`src/design/rscb_consts.svh`:
```
// Offsets, field positions, reset values and masks of the radio state configuration bank
`ifndef RSCB_CONSTS_SVH
`define RSCB_CONSTS_SVH

`define RSCB_ADDR_W 6
`define RSCB_ADDR_FREQ_DEV 6'h15
`define RSCB_ADDR_RX_TMO 6'h16
`define RSCB_ADDR_NEXT_ST 6'h17

`define RSCB_RST_FREQ_DEV 8'h47
`define RSCB_RST_RX_TMO 8'h07
`define RSCB_RST_NEXT_ST 8'h30

`define RSCB_MASK_FREQ_DEV 8'h77
`define RSCB_MASK_RX_TMO 8'h1f
`define RSCB_MASK_NEXT_ST 8'h3f

`define RSCB_DEV_E_MSB 6
`define RSCB_DEV_E_LSB 4
`define RSCB_DEV_M_MSB 2
`define RSCB_DEV_M_LSB 0

`define RSCB_TMO_CS_BIT 4
`define RSCB_TMO_QUAL_BIT 3
`define RSCB_TMO_SEL_MSB 2
`define RSCB_TMO_SEL_LSB 0
`define RSCB_TMO_NONE 3'h7

`define RSCB_NS_CCA_MSB 5
`define RSCB_NS_CCA_LSB 4
`define RSCB_NS_RX_MSB 3
`define RSCB_NS_RX_LSB 2
`define RSCB_NS_TX_MSB 1
`define RSCB_NS_TX_LSB 0

`define RSCB_CNT_W 17
`define RSCB_DEV_W 11

`endif

```
`src/design/rscb_pkg.sv`:
```
// Types of the radio state configuration bank
package rscb_pkg;

  typedef enum logic [1:0] {
    RSCB_ST_IDLE,
    RSCB_ST_SYNTH_ON_FOR_TX,
    RSCB_ST_TX,
    RSCB_ST_RX
  } rscb_radio_state_t;

  typedef enum logic [1:0] {
    RSCB_CC_ALWAYS,
    RSCB_CC_RSSI,
    RSCB_CC_NOT_RX,
    RSCB_CC_BOTH
  } rscb_clear_channel_sel_t;

  typedef enum logic [0:0] {
    RSCB_TMR_IDLE,
    RSCB_TMR_RUN
  } rscb_tmr_state_t;

endpackage

```
`src/design/rscb_tmr_if.sv`:
```
// Carrier between the bank and its receive timeout counter
`timescale 1ns/1ps
`include "rscb_consts.svh"
interface rscb_tmr_if;
  logic start;
  logic abort;
  logic rc_tick;
  logic [`RSCB_CNT_W-1:0] period;
  logic expired;
  logic running;

  modport bank (output start, output abort, output rc_tick, output period,
                input expired, input running);
  modport timer (input start, input abort, input rc_tick, input period,
                 output expired, output running);
endinterface

```
`src/design/rscb_rx_timer.sv`:
```
// Receive sync-search timeout counter clocked by the core clock, counting RC oscillator ticks
`timescale 1ns/1ps
`include "rscb_consts.svh"
module rscb_rx_timer
  import rscb_pkg::*;
(
  input wire logic core_clk_i,
  input wire logic rst_i,
  rscb_tmr_if.timer tif
);

  rscb_tmr_state_t state_q;
  logic [`RSCB_CNT_W-1:0] cnt_q;
  logic expired_q;

  assign tif.expired = expired_q;
  assign tif.running = (state_q == RSCB_TMR_RUN);

  always_ff @(posedge core_clk_i) begin
    if (rst_i) begin
      state_q <= RSCB_TMR_IDLE;
      cnt_q <= '0;
      expired_q <= 1'b0;
    end else begin
      expired_q <= 1'b0;
      unique case (state_q)
        RSCB_TMR_IDLE: begin
          if (tif.start) begin
            // A zero period still waits one RC tick
            cnt_q <= (tif.period == '0) ? `RSCB_CNT_W'(1) : tif.period;
            state_q <= RSCB_TMR_RUN;
          end
        end
        RSCB_TMR_RUN: begin
          if (tif.abort) begin
            state_q <= RSCB_TMR_IDLE;
          end else if (tif.rc_tick) begin
            if (cnt_q == `RSCB_CNT_W'(1)) begin
              expired_q <= 1'b1;
              state_q <= RSCB_TMR_IDLE;
            end else begin
              cnt_q <= cnt_q - `RSCB_CNT_W'(1);
            end
          end
        end
      endcase
    end
  end

endmodule

```
`src/design/rscb_top.sv`:
```
// Radio state configuration bank: deviation, receive timeout and next-state control
//
// Behaviour
// - FSK deviation is fxosc/2^17 times (8+mantissa) times 2^exponent.
// - Mantissa bits 2:0 carry implicit leading one; reset value seven.
// - In MSK mode the mantissa sets phase-change fraction of a symbol.
// - Carrier-sense termination bit ends receive on carrier-sense measurement; checked only at timer expiry, ending receive without carrier sense.
// - On timer expiry stay in receive on sync, or sync/preamble quality.
// - Timeout field limits sync search; setting seven means no timeout.
// - Timeout scales with wake period, halving with each setting step.
// - Count uses 13 wake period MSBs at setting 0, 7 at 6.
// - Clear-channel mode selects always, RSSI, not-receiving, or both; reset 3.
// - After reception go idle, synth-on, transmit or stay receiving; reset 0.
// - After transmission go idle, synth-on, stay transmitting or receive; reset 0.
`timescale 1ns/1ps
`include "rscb_consts.svh"
module rscb_top
  import rscb_pkg::*;
(
  input wire logic core_clk_i,
  input wire logic rst_i,
  input wire logic [`RSCB_ADDR_W-1:0] reg_addr_i,
  input wire logic reg_wr_i,
  input wire logic [7:0] reg_wdata_i,
  output logic [7:0] reg_rdata_o,
  input wire logic msk_mode_i,
  input wire logic [15:0] wake_event_period_i,
  input wire logic [1:0] wake_timer_resolution_i,
  input wire logic rc_osc_clk_i,
  input wire logic rx_active_i,
  input wire logic sync_found_i,
  input wire logic pqt_reached_i,
  input wire logic carrier_sense_i,
  input wire logic rssi_below_thr_i,
  input wire logic pkt_receiving_i,
  input wire logic rx_done_i,
  input wire logic tx_done_i,
  output logic [`RSCB_DEV_W-1:0] fsk_dev_steps_o,
  output logic [2:0] msk_phase_frac_o,
  output logic rx_end_o,
  output logic rx_timer_running_o,
  output logic cca_o,
  output rscb_radio_state_t next_state_o,
  output logic next_state_valid_o
);

  logic [7:0] freq_deviation_cfg_q;
  logic [7:0] radio_fsm_rx_timeout_cfg_q;
  logic [7:0] radio_fsm_next_state_cfg_q;
  logic [2:0] rc_sync_q;
  logic rx_active_q;
  logic [3:0] dev_mant4;
  logic [2:0] dev_exp;
  logic [2:0] rx_time_sel;
  logic [12:0] tmo_base;
  logic [`RSCB_CNT_W-1:0] tmo_scale;
  logic rx_stay;
  rscb_clear_channel_sel_t clear_channel_sel;

  rscb_tmr_if tif ();

  rscb_rx_timer u_rx_timer (
    .core_clk_i(core_clk_i),
    .rst_i(rst_i),
    .tif(tif)
  );

  // Register writes; reserved positions are masked off
  always_ff @(posedge core_clk_i) begin
    if (rst_i) begin
      freq_deviation_cfg_q <= `RSCB_RST_FREQ_DEV;
      radio_fsm_rx_timeout_cfg_q <= `RSCB_RST_RX_TMO;
      radio_fsm_next_state_cfg_q <= `RSCB_RST_NEXT_ST;
    end else if (reg_wr_i) begin
      unique case (reg_addr_i)
        `RSCB_ADDR_FREQ_DEV: begin
          freq_deviation_cfg_q <= reg_wdata_i & `RSCB_MASK_FREQ_DEV;
        end
        `RSCB_ADDR_RX_TMO: begin
          radio_fsm_rx_timeout_cfg_q <= reg_wdata_i & `RSCB_MASK_RX_TMO;
        end
        `RSCB_ADDR_NEXT_ST: begin
          radio_fsm_next_state_cfg_q <= reg_wdata_i & `RSCB_MASK_NEXT_ST;
        end
        default: begin
        end
      endcase
    end
  end

  // Read data follows the address one cycle later; unmapped reads zero
  always_ff @(posedge core_clk_i) begin
    if (rst_i) begin
      reg_rdata_o <= 8'h00;
    end else begin
      unique case (reg_addr_i)
        `RSCB_ADDR_FREQ_DEV: begin
          reg_rdata_o <= freq_deviation_cfg_q;
        end
        `RSCB_ADDR_RX_TMO: begin
          reg_rdata_o <= radio_fsm_rx_timeout_cfg_q;
        end
        `RSCB_ADDR_NEXT_ST: begin
          reg_rdata_o <= radio_fsm_next_state_cfg_q;
        end
        default: begin
          reg_rdata_o <= 8'h00;
        end
      endcase
    end
  end

  // Deviation: MSK reuses the mantissa, so FSK steps are zeroed there
  assign dev_exp = freq_deviation_cfg_q[`RSCB_DEV_E_MSB:`RSCB_DEV_E_LSB];
  assign dev_mant4 = {1'b1, freq_deviation_cfg_q[`RSCB_DEV_M_MSB:`RSCB_DEV_M_LSB]};

  always_ff @(posedge core_clk_i) begin
    if (rst_i) begin
      fsk_dev_steps_o <= '0;
      msk_phase_frac_o <= 3'h0;
    end else if (msk_mode_i) begin
      fsk_dev_steps_o <= '0;
      msk_phase_frac_o <= freq_deviation_cfg_q[`RSCB_DEV_M_MSB:`RSCB_DEV_M_LSB];
    end else begin
      fsk_dev_steps_o <= `RSCB_DEV_W'({7'h00, dev_mant4} << dev_exp);
      msk_phase_frac_o <= 3'h0;
    end
  end

  // RC oscillator arrives from its own domain; third flop only feeds edge detection
  always_ff @(posedge core_clk_i) begin
    if (rst_i) begin
      rc_sync_q <= 3'h0;
    end else begin
      rc_sync_q <= {rc_sync_q[1:0], rc_osc_clk_i};
    end
  end

  assign rx_time_sel = radio_fsm_rx_timeout_cfg_q[`RSCB_TMO_SEL_MSB:`RSCB_TMO_SEL_LSB];
  // Coarse count: resolution lost in the dropped low bits is a known limitation
  assign tmo_base = wake_event_period_i[15:3] >> rx_time_sel;
  assign tmo_scale = `RSCB_CNT_W'({wake_timer_resolution_i, 2'b00}) + `RSCB_CNT_W'(1);

  assign tif.rc_tick = rc_sync_q[1] & ~rc_sync_q[2];
  assign tif.period = `RSCB_CNT_W'(`RSCB_CNT_W'(tmo_base) * tmo_scale);
  assign tif.start = rx_active_i & ~rx_active_q & (rx_time_sel != `RSCB_TMO_NONE);
  assign tif.abort = ~rx_active_i;

  always_comb begin
    if (radio_fsm_rx_timeout_cfg_q[`RSCB_TMO_CS_BIT]) begin
      rx_stay = carrier_sense_i;
    end else if (radio_fsm_rx_timeout_cfg_q[`RSCB_TMO_QUAL_BIT]) begin
      rx_stay = sync_found_i | pqt_reached_i;
    end else begin
      rx_stay = sync_found_i;
    end
  end

  always_ff @(posedge core_clk_i) begin
    if (rst_i) begin
      rx_active_q <= 1'b0;
      rx_end_o <= 1'b0;
      rx_timer_running_o <= 1'b0;
    end else begin
      rx_active_q <= rx_active_i;
      rx_end_o <= tif.expired & rx_active_i & ~rx_stay;
      rx_timer_running_o <= tif.running;
    end
  end

  // Clear-channel indication
  assign clear_channel_sel = rscb_clear_channel_sel_t'(
    radio_fsm_next_state_cfg_q[`RSCB_NS_CCA_MSB:`RSCB_NS_CCA_LSB]);

  always_ff @(posedge core_clk_i) begin
    if (rst_i) begin
      cca_o <= 1'b0;
    end else begin
      unique case (clear_channel_sel)
        RSCB_CC_ALWAYS: begin
          cca_o <= 1'b1;
        end
        RSCB_CC_RSSI: begin
          cca_o <= rssi_below_thr_i;
        end
        RSCB_CC_NOT_RX: begin
          cca_o <= ~pkt_receiving_i;
        end
        RSCB_CC_BOTH: begin
          cca_o <= rssi_below_thr_i & ~pkt_receiving_i;
        end
      endcase
    end
  end

  // Both next-state fields share the same state order
  function automatic rscb_radio_state_t rscb_decode_state(input logic [1:0] code);
    rscb_radio_state_t st;
    unique case (code)
      2'h0: st = RSCB_ST_IDLE;
      2'h1: st = RSCB_ST_SYNTH_ON_FOR_TX;
      2'h2: st = RSCB_ST_TX;
      2'h3: st = RSCB_ST_RX;
    endcase
    return st;
  endfunction

  always_ff @(posedge core_clk_i) begin
    if (rst_i) begin
      next_state_o <= RSCB_ST_IDLE;
      next_state_valid_o <= 1'b0;
    end else begin
      next_state_valid_o <= rx_done_i | tx_done_i;
      if (rx_done_i) begin
        next_state_o <= rscb_decode_state(
          radio_fsm_next_state_cfg_q[`RSCB_NS_RX_MSB:`RSCB_NS_RX_LSB]);
      end else if (tx_done_i) begin
        next_state_o <= rscb_decode_state(
          radio_fsm_next_state_cfg_q[`RSCB_NS_TX_MSB:`RSCB_NS_TX_LSB]);
      end
    end
  end

endmodule

```
`config.mk`:
```
export PLATFORM = sky130hd
export DESIGN_NAME = rscb_top
export DESIGN_NICKNAME = d
export VERILOG_FILES = /design/src/design/rscb_pkg.sv /design/src/design/rscb_tmr_if.sv /design/src/design/rscb_rx_timer.sv /design/src/design/rscb_top.sv
export VERILOG_INCLUDE_DIRS = /design/src /design/src/design
export SDC_FILE = /design/constraint.sdc
export NUM_CORES = 1
export LEC_CHECK = 0
export ABC_CLOCK_PERIOD_IN_PS = 5350
export BUFFER_PORTS_ARGS = -buffer_cell sky130_fd_sc_hd__buf_2
export CAP_MARGIN = 40
export CORE_MARGIN = 2
export CORE_UTILIZATION = 50
export DETAILED_ROUTE_END_ITERATION = 8
export PLACE_DENSITY = 0.71
export SYNTH_ARGS = -nofsm -noshare
export SYNTH_HDL_FRONTEND = slang
export SYNTH_HIERARCHICAL = 1
export SYNTH_SLANG_ARGS = --single-unit
```
`constraint.sdc`:
```
create_clock -name core_clk_i -period 5.35 [get_ports core_clk_i]
set_input_delay 0.2675 -clock core_clk_i [delete_from_list [all_inputs] [get_ports core_clk_i]]
set_output_delay 0.2675 -clock core_clk_i [all_outputs]
set_load 0.01 [all_outputs]
```
==> results of run 1 <==
[power by group through the flow]
| stage | clock network (W) | logic (W) | registers (W) |
|---|---|---|---|
| 4_1_cts | 0.000512 | 0.000189 | 0.000509 |
| 3_5_place_dp | 0 | 0.000189 | 0.000521 |
| 3_3_place_gp | 0 | 0.000182 | 0.000521 |
| 2_1_floorplan | 0 | 0.000137 | 0.000522 |
| 6_report | 0.000501 | 0.000210 | 0.000509 |
| 5_1_grt | 0.000536 | 0.000232 | 0.000510 |
[timing repair]
action	in CTS	in global routing
endpoints found under the setup margin	0	3
resized for setup	0	27
setup buffers	0	5
[path summary, 6_finish.rpt]
check	to	slack (ns)	cells after the start
worst max-delay path	u_rx_timer/cnt_q[1]	0.21	20
worst min-delay path	cca_o	0.12	2
worst max register to register	u_rx_timer/cnt_q[1]	0.21	20
worst min register to register	rc_sync_q[1]	0.46	1
[metrics by stage]
stage | std cells | worst slack, ns | total power (W) | utilization (%)
2_1_floorplan | 572 | 0.664 | 0.000659 | -
3_3_place_gp | 746 | 0.282 | 0.000703 | 54.5
3_5_place_dp | 747 | 0.194 | 0.000710 | 54.7
4_1_cts | 763 | 0.159 | 0.00121 | 57.1
5_1_grt | 768 | -0.0186 | 0.00128 | 58.7
6_report | 768 | 0.207 | 0.00122 | 58.7
[state kept, by name, indices dropped and copies added, names as in the netlist]
signal / cells
reg_rdata_o: 7
radio_fsm_next_state_cfg_q: 6
rx_active_q: 1
cca_o: 1
radio_fsm_rx_timeout_cfg_q: 5
next_state_valid_o: 1
fsk_dev_steps_o: 11
u_rx_timer/tif.expired: 1
freq_deviation_cfg_q: 6
u_rx_timer/cnt_q: 17
msk_phase_frac_o: 3
rc_sync_q: 3
u_rx_timer/tif.running: 1
rx_end_o: 1
rx_timer_running_o: 1
next_state_o: 2
[critical path, stage by stage (launching register included)]
cell and delay, ns:
dfxtp_4 0.40, buf_8 0.15, mux4_2 0.49, mux2_2 0.31
and2_1 0.17, ha_1 0.27, ha_1 0.21, fa_1 0.56
ha_4 0.23, nor2b_1 0.15, o31a_1 0.31, buf_4 0.16
o31ai_4 0.25, o21ai_1 0.12, xor2_1 0.19, nor2_1 0.12
nand4_1 0.17, nor4_4 0.42, buf_4 0.17, o311a_1 0.14
a211oi_1 0.05
[cells by family (layout without fill, tap and decap cells)]
logic type / Yosys count / after routing / share of synthesized area (%)
AO/OA/AOI/OAI: 119 / 119 / 17.3
XOR/XNOR: 10 / 10 / 1.74
adder cells (fa/ha/maj): 53 / 53 / 14.7
buffers and inverters: 73 / 136 / 7.67
flip-flops: 67 / 67 / 26.7
multiplexers: 38 / 38 / 8.79
other: 1 / 1 / 0.0746
AND/OR/NAND/NOR: 211 / 211 / 23.0
[cell type report]
| cell class | count | area, um2 |
|---|---|---|
| flip-flops and latches | 67 | 1350 |
| repair buffers | 77 | 434 |
| multi-input cells | 432 | 3400 |
| inverters | 43 | 161 |
| fillers | 882 | 4030 |
| clock buffers | 9 | 124 |
| clock inverters | 7 | 105 |
| well taps | 133 | 166 |
[per-layer routing]
| layer | part of all wire [%] | track usage, % | wire (um) | up-vias |
|---|---|---|---|---|
| met1 | 45 | 26.8 | 5140 | 1978 |
| li1 | - | - | - | 2135 |
| met5 | 0 | 0 | 0 | - |
| met3 | 3.9 | 3.82 | 442 | 7 |
| met2 | 50 | 37.4 | 5760 | 108 |
| met4 | 0.84 | 4.15 | 96 | 0 |
[cell usage in the layout, fill, tap and decap left out, types with 3 or more instances in the layout]
master,count
a211o_1,9
a211oi_1,3
a21oi_1,34
a21oi_2,10
a22oi_1,5
and2_1,19
and3_1,4
buf_2,67
buf_4,7
clkbuf_8,9
dfxtp_1,66
fa_1,10
ha_1,38
ha_2,3
inv_1,41
inv_6,3
mux2_2,8
mux2i_1,19
mux2i_2,6
mux4_2,4
nand2_1,35
nand2b_1,4
nand3_1,7
nand4_1,3
nor2_1,58
nor2b_1,29
nor3_1,15
nor3b_1,4
nor4_1,5
o21a_1,3
o21ai_0,10
o21ai_1,5
o21ai_2,5
o31ai_1,3
o32ai_1,5
or3_1,5
xnor2_1,7
==> run summary, run 1 <==
The flow ran to the end, and the final reports show no timing, DRC or antenna violations. The number of vias in the routed layout is 4228. The internal power contribution is 0.000870 W. The total power divided by cell area came out at 212 nW/um2. The post-placement cell area came out at 5350 um2.

The level count of the clock H-tree is 3. In this run the clock root is driven by a clkbuf_8. STA classifies the critical path endpoint as a flip-flop. In the synthesized netlist the dominant register cell turns out to be dfxtp_1. The proportion of synthesized chip area in sequential cells is 26.7%.

The net count of the finished layout is 728. The area growth from synthesis to final layout is 14.3%. The boundary pin count came out at 73. The overall track demand over capacity in global routing is 21.1%. At the end of routability-driven placement, the weighted congestion stood at 0.873. The worst slew margin relative to its limit came out at 33.0%. The final worst-path cycle share is 96.1%.

The post-route standard cell area excluding fillers came out at 5740 um2. Data arrives at the worst endpoint at 5.36 ns. The worst-skew pair later-pin latency is 0.35 ns.

The clock tree from TritonCTS is yes. The critical path is of the reg2reg type. The height of the chip is 104 um. For this design, the CTS-stage hold fixing added 0 buffers. The worst flop-to-flop path startpoint is radio_fsm_rx_timeout_cfg_q[0]. For this block, the routed nets add up to 11400 um of wire. The share of power burned in the clock network is 41.1%. Synthesis handed over a netlist of 572 instances.

The core footprint came out at 9770 um2. The max-slew violation count came to 0. The final HPWL from detailed placement is 8500 um. The setup TNS came out at 0 ns.

For the pin with the worst max-slew slack, the measured transition is 1.00 ns. After synthesis, the most frequently instantiated cells are dfxtp_1, nor2_1, ha_1. STA classifies the critical path startpoint as a flip-flop. Measured along the x axis, the die boundary spans 104 um. The clock arrives with 0.0123 ns of skew. The tightest hold margin is 0.115 ns.

The startpoint identified for the worst hold timing path is pkt_receiving_i. The synthesized area is 5020 um2. The global-route wire length before repair came out at 19200 um. The number of unique standard cell types used by synthesis came out at 83. The path category of the worst min-delay check is in2reg.

Port buffering added 67 buffers. The number of remaining DRC errors is 0. The number of vias per cell after detailed routing came out at 5.51. The total grt overflow is 0. The TritonCTS sink count came out at 67.

The final antenna diode count came out at 0. The largest net degree at the start of global routing came out at 37. The maximum clock frequency came out at 194 MHz.

After floorplanning, the core was divided into 36 placement rows. A synthesized cell averages 8.78 um2. Dividing the detail-routed wire length by the instance count gives 14.9 um. Counting along the longest clock path gives a buffer depth of 2. The final critical delay including setup and external delays came out at 5.14 ns.

Summed over its instances, the top area cell type makes up 26.7% of the synthesized netlist area. In this run the worst path has a maximum fanout of 10. The total die area came out at 10900 um2. The switching power summed over all nets came out at 0.000350 W. Per report_power, the sequential group accounts for 41.7% of the total. The first detailed-routing pass took 4 iterations.

The number of routed nets with antenna violations came out at 0. The number of buffers created by CTS is 9. The combinational fraction of design power came out at 17.2%. The largest area contributor in the synthesized netlist is dfxtp_1. The register bit total from synthesis came out at 67.

The number of hold violations in the final report is 0. The detailed router finished its first iteration with 317 violations. The data required time at the worst endpoint is 5.57 ns. Yosys attributes the largest share of cell area to dfxtp_1, ha_1, mux2i_1, nor2_1, fa_1.

The number of synthesis warnings is 6. The clock input transition at the sequential cells of the worst setup and hold paths came out at 0.09 ns. The number of global-route vias before repair was 4154. Setup violations remaining at the end of the flow were counted as 0. The max capacitance violation total is 0.

The synthesized net count is 670. The leading cell type by number of instances after synthesis is dfxtp_1. The starting density of the core came out at 51.4%. The maximum VDD drop came out at 0.000179 V. The count of flip-flops with a built-in enable after synthesis came out at 0. The leakage dissipation came out at 2.64 nW. The net switching fraction of the power is 28.7%. The critical path launch point is radio_fsm_rx_timeout_cfg_q[0].

The proportion of layout cells with a drive suffix above 1 came out at 24.7%. The initial antenna violation count is 0. The share of synthesized flip-flops with an asynchronous set or reset came out at 0%.
No activity file was read; power rests on OpenSTA's default activity.
==> inputs of run 2 (changes only) <==
CTS_CLUSTER_SIZE = 28   (was not set)
GPL_ROUTABILITY_DRIVEN = 0   (was not set)
GPL_TIMING_DRIVEN = 0   (was not set)
==> run 2 against run 1 <==
- non-clock buffer count is 22 higher
- clock-buffer cell count did not move
- combinational power up 3%
- largest power group unchanged
==> run summary, run 2 (synthesis results as in run 1) <==
The worst-skew pair later-pin latency came out at 0.35 ns (about the same). The number of detailed-route iterations in the first pass came out at 4 (unchanged). The met2 capacity usage during global routing came out at 38.9% (+1.5 points). The data arrival at the endpoint of the critical path is 5.35 ns (about the same). The initial antenna violation count came to 0 (unchanged). The depth of the worst register-to-register path was 19 (-5.0%).

The final core area utilization came out at 60.6% (+1.9 points). The worst slew margin relative to its limit came out at 52.8% (+20 points). The number of global-route vias before repair was 4327 (+4.2%). The min-delay analysis places its worst path in the category in2reg.

The maximum VDD drop came to 0.000148 V (-17%). The number of remaining DRC errors came out at 0 (unchanged). The wire length after detailed routing is 12400 um (+8.0%). The global-route met3 utilization came to 3.57% (-0.25 points). The final HPWL from detailed placement is 9310 um (+9.4%). By startpoint and endpoint, the worst setup path is classified as reg2reg. The worst setup path is captured at a flip-flop. The number of hold violations in the final report came out at 0 (unchanged). The proportion of layout cells with a drive suffix above 1 came out at 26.2% (+1.5 points). The starting density of the core is 51.4% (unchanged). The core footprint came out at 9770 um2 (unchanged).

The global-route wire length before repair came to 20300 um (+6.0%). The largest registers in the layout are u_rx_timer/cnt_q: 17 flops, fsk_dev_steps_o: 11 flops, reg_rdata_o: 7 flops. The number of vias in the routed layout was 4450 (+5.3%). The placed instance count is 770 (+3.1%). The height of the chip came out at 104 um (unchanged).

The level count of the clock H-tree came out at 3 (unchanged). The highest fanout seen on the critical path is 6 (-4). The final instance count without filler cells came out at 790 (+2.9%). The startpoint kind of the worst setup timing path is a flip-flop. The number of standard-cell rows in the floorplan is 36 (unchanged).

The clock skew is 0.0115 ns (-0.000782 ns). The flow ran to the end, and the final reports show no timing, DRC or antenna violations. The deepest clock path buffer count is 2 (unchanged). The library cell used most frequently in the layout, excluding fill and tap cells, is buf_2.

The clock tree from TritonCTS is yes. The actual transition at the worst max-transition pin came out at 0.702 ns (-0.302 ns). The total number of nets in the final design came out at 750 (+3.0%). The leakage dissipation came out at 2.74 nW (+3.7%). The most utilized layer in the global route result is met2.

The total grt overflow came to 0 (unchanged). CTS placed an instance of clkbuf_8 at the clock tree root. The data required time at the worst endpoint is 5.61 ns (+0.04 ns).

The area growth from synthesis to final layout came out at 18.0%. Leaving out fill and tap cells, the most frequent cells in the layout are buf_2, dfxtp_1, nor2_1. The number of vias per cell after detailed routing is 5.63 (+2.3%). The max capacitance violation total was 0 (unchanged). The number of buffers created by CTS came out at 9 (unchanged).

The TritonCTS sink count is 67 (unchanged). The maximum clock frequency is 196 MHz (+0.84%). The flip-flop count of the largest register after layout came out at 17 (unchanged). The width of the die came out at 104 um (unchanged).

The met1 track demand over resource in global routing is 29.2% (+2.3 points). The number of setup violations in the final report is 0 (unchanged). The register with the most flip-flops in the final layout is u_rx_timer/cnt_q. The total die area is 10900 um2 (unchanged).

The count of input and output buffers is 65 (-3.0%). The count of cells along the worst hold path was 2 (unchanged). The final critical delay including setup and external delays came to 5.10 ns (-0.0430 ns). The boundary pin count came out at 73 (unchanged).

The total power divided by cell area came out at 203 nW/um2 (-4.4%). The average wire length per cell after detail routing is 15.6 um (+5.0%). The clock input transition at the sequential cells of the worst setup and hold paths came out at 0.08 ns (about the same). The number of routed nets with antenna violations is 0 (unchanged). The final antenna diode count is 0 (unchanged).

The final worst-path cycle share came out at 95.3% (-0.80 points). The overall track demand over capacity in global routing came out at 22.6% (+1.5 points). The largest net degree at the start of global routing is 14 (-62%). The number of DRC violations after detailed-routing iteration 0 is 293 (-7.6%). The max-slew violation count was 0 (unchanged).
==> run 2: repair_timing <==
item | CTS | global route
hold buffers | 0 | 0
pin swaps | 0 | 14
gates resized for setup | 1 | 35
buffers inserted | 0 | 3
gates cloned | 0 | 1
setup endpoints to repair | 1 | 3
==> run 2: critical path, stage by stage, from the launching register on <==
cell and delay (ns):
dfxtp_1 0.33, buf_6 0.13, mux4_2 0.49, mux2_2 0.31
and2_1 0.18, ha_1 0.28, ha_1 0.30, ha_1 0.29
inv_1 0.06, fa_1 0.47, nor2b_2 0.16, o31a_1 0.32
nor3_2 0.08, o21ai_2 0.19, xnor2_2 0.11, nor4_2 0.28
nand4_1 0.17, nor4_4 0.43, o221ai_1 0.15, a311oi_1 0.27
==> run 2: final timing paths <==
path,start,slack [ns],to
setup / recovery,radio_fsm_rx_timeout_cfg_q[0],0.25,u_rx_timer/cnt_q[0]
hold / removal,pkt_receiving_i,0.12,cca_o
setup reg to reg,radio_fsm_rx_timeout_cfg_q[0],0.25,u_rx_timer/cnt_q[0]
hold reg to reg,rc_sync_q[0],0.46,rc_sync_q[1]
==> run 2: area by class of cell <==
type                            count  area (um2)
Fill cell                         863        3850
Multi-Input combinational cell    432        3440
Sequential cell                    67        1340
Timing Repair Buffer               69         353
Buffer                             30         236
Tap cell                          133         166
Inverter                           43         161
Clock buffer                        9         124
Clock inverter                      7         101
==> run 2: stage by stage <==
step | cell area (um2) | hold WS, ns | power (W) | TNS, ns | worst slack [ns]
after floorplan | 5020 | 0.383 | 0.000659 | 0 | 0.664
after global placement | 5520 | 0.420 | 0.000709 | 0 | 0.135
after detailed placement | 5520 | 0.436 | 0.000712 | 0 | 0.0156
after CTS | 5750 | 0.109 | 0.00120 | 0 | 0.0757
after global routing | 5930 | 0.115 | 0.00126 | -0.0383 | -0.0383
final | 5930 | 0.117 | 0.00120 | 0 | 0.250
==> run 2: metal layers <==
metal | vias to the layer above | share of wire, %
met5 | - | 0
met4 | 0 | 1.7
met3 | 24 | 5.3
met2 | 141 | 49
met1 | 2109 | 44
li1 | 2176 | -
==> run 2: power by group <==
group | internal, W | total [W] | switching, W
sequential | 0.000505 | 0.000509 | 0.00000317
combinational | 0.0000978 | 0.000216 | 0.000118
clock | 0.000266 | 0.000480 | 0.000214
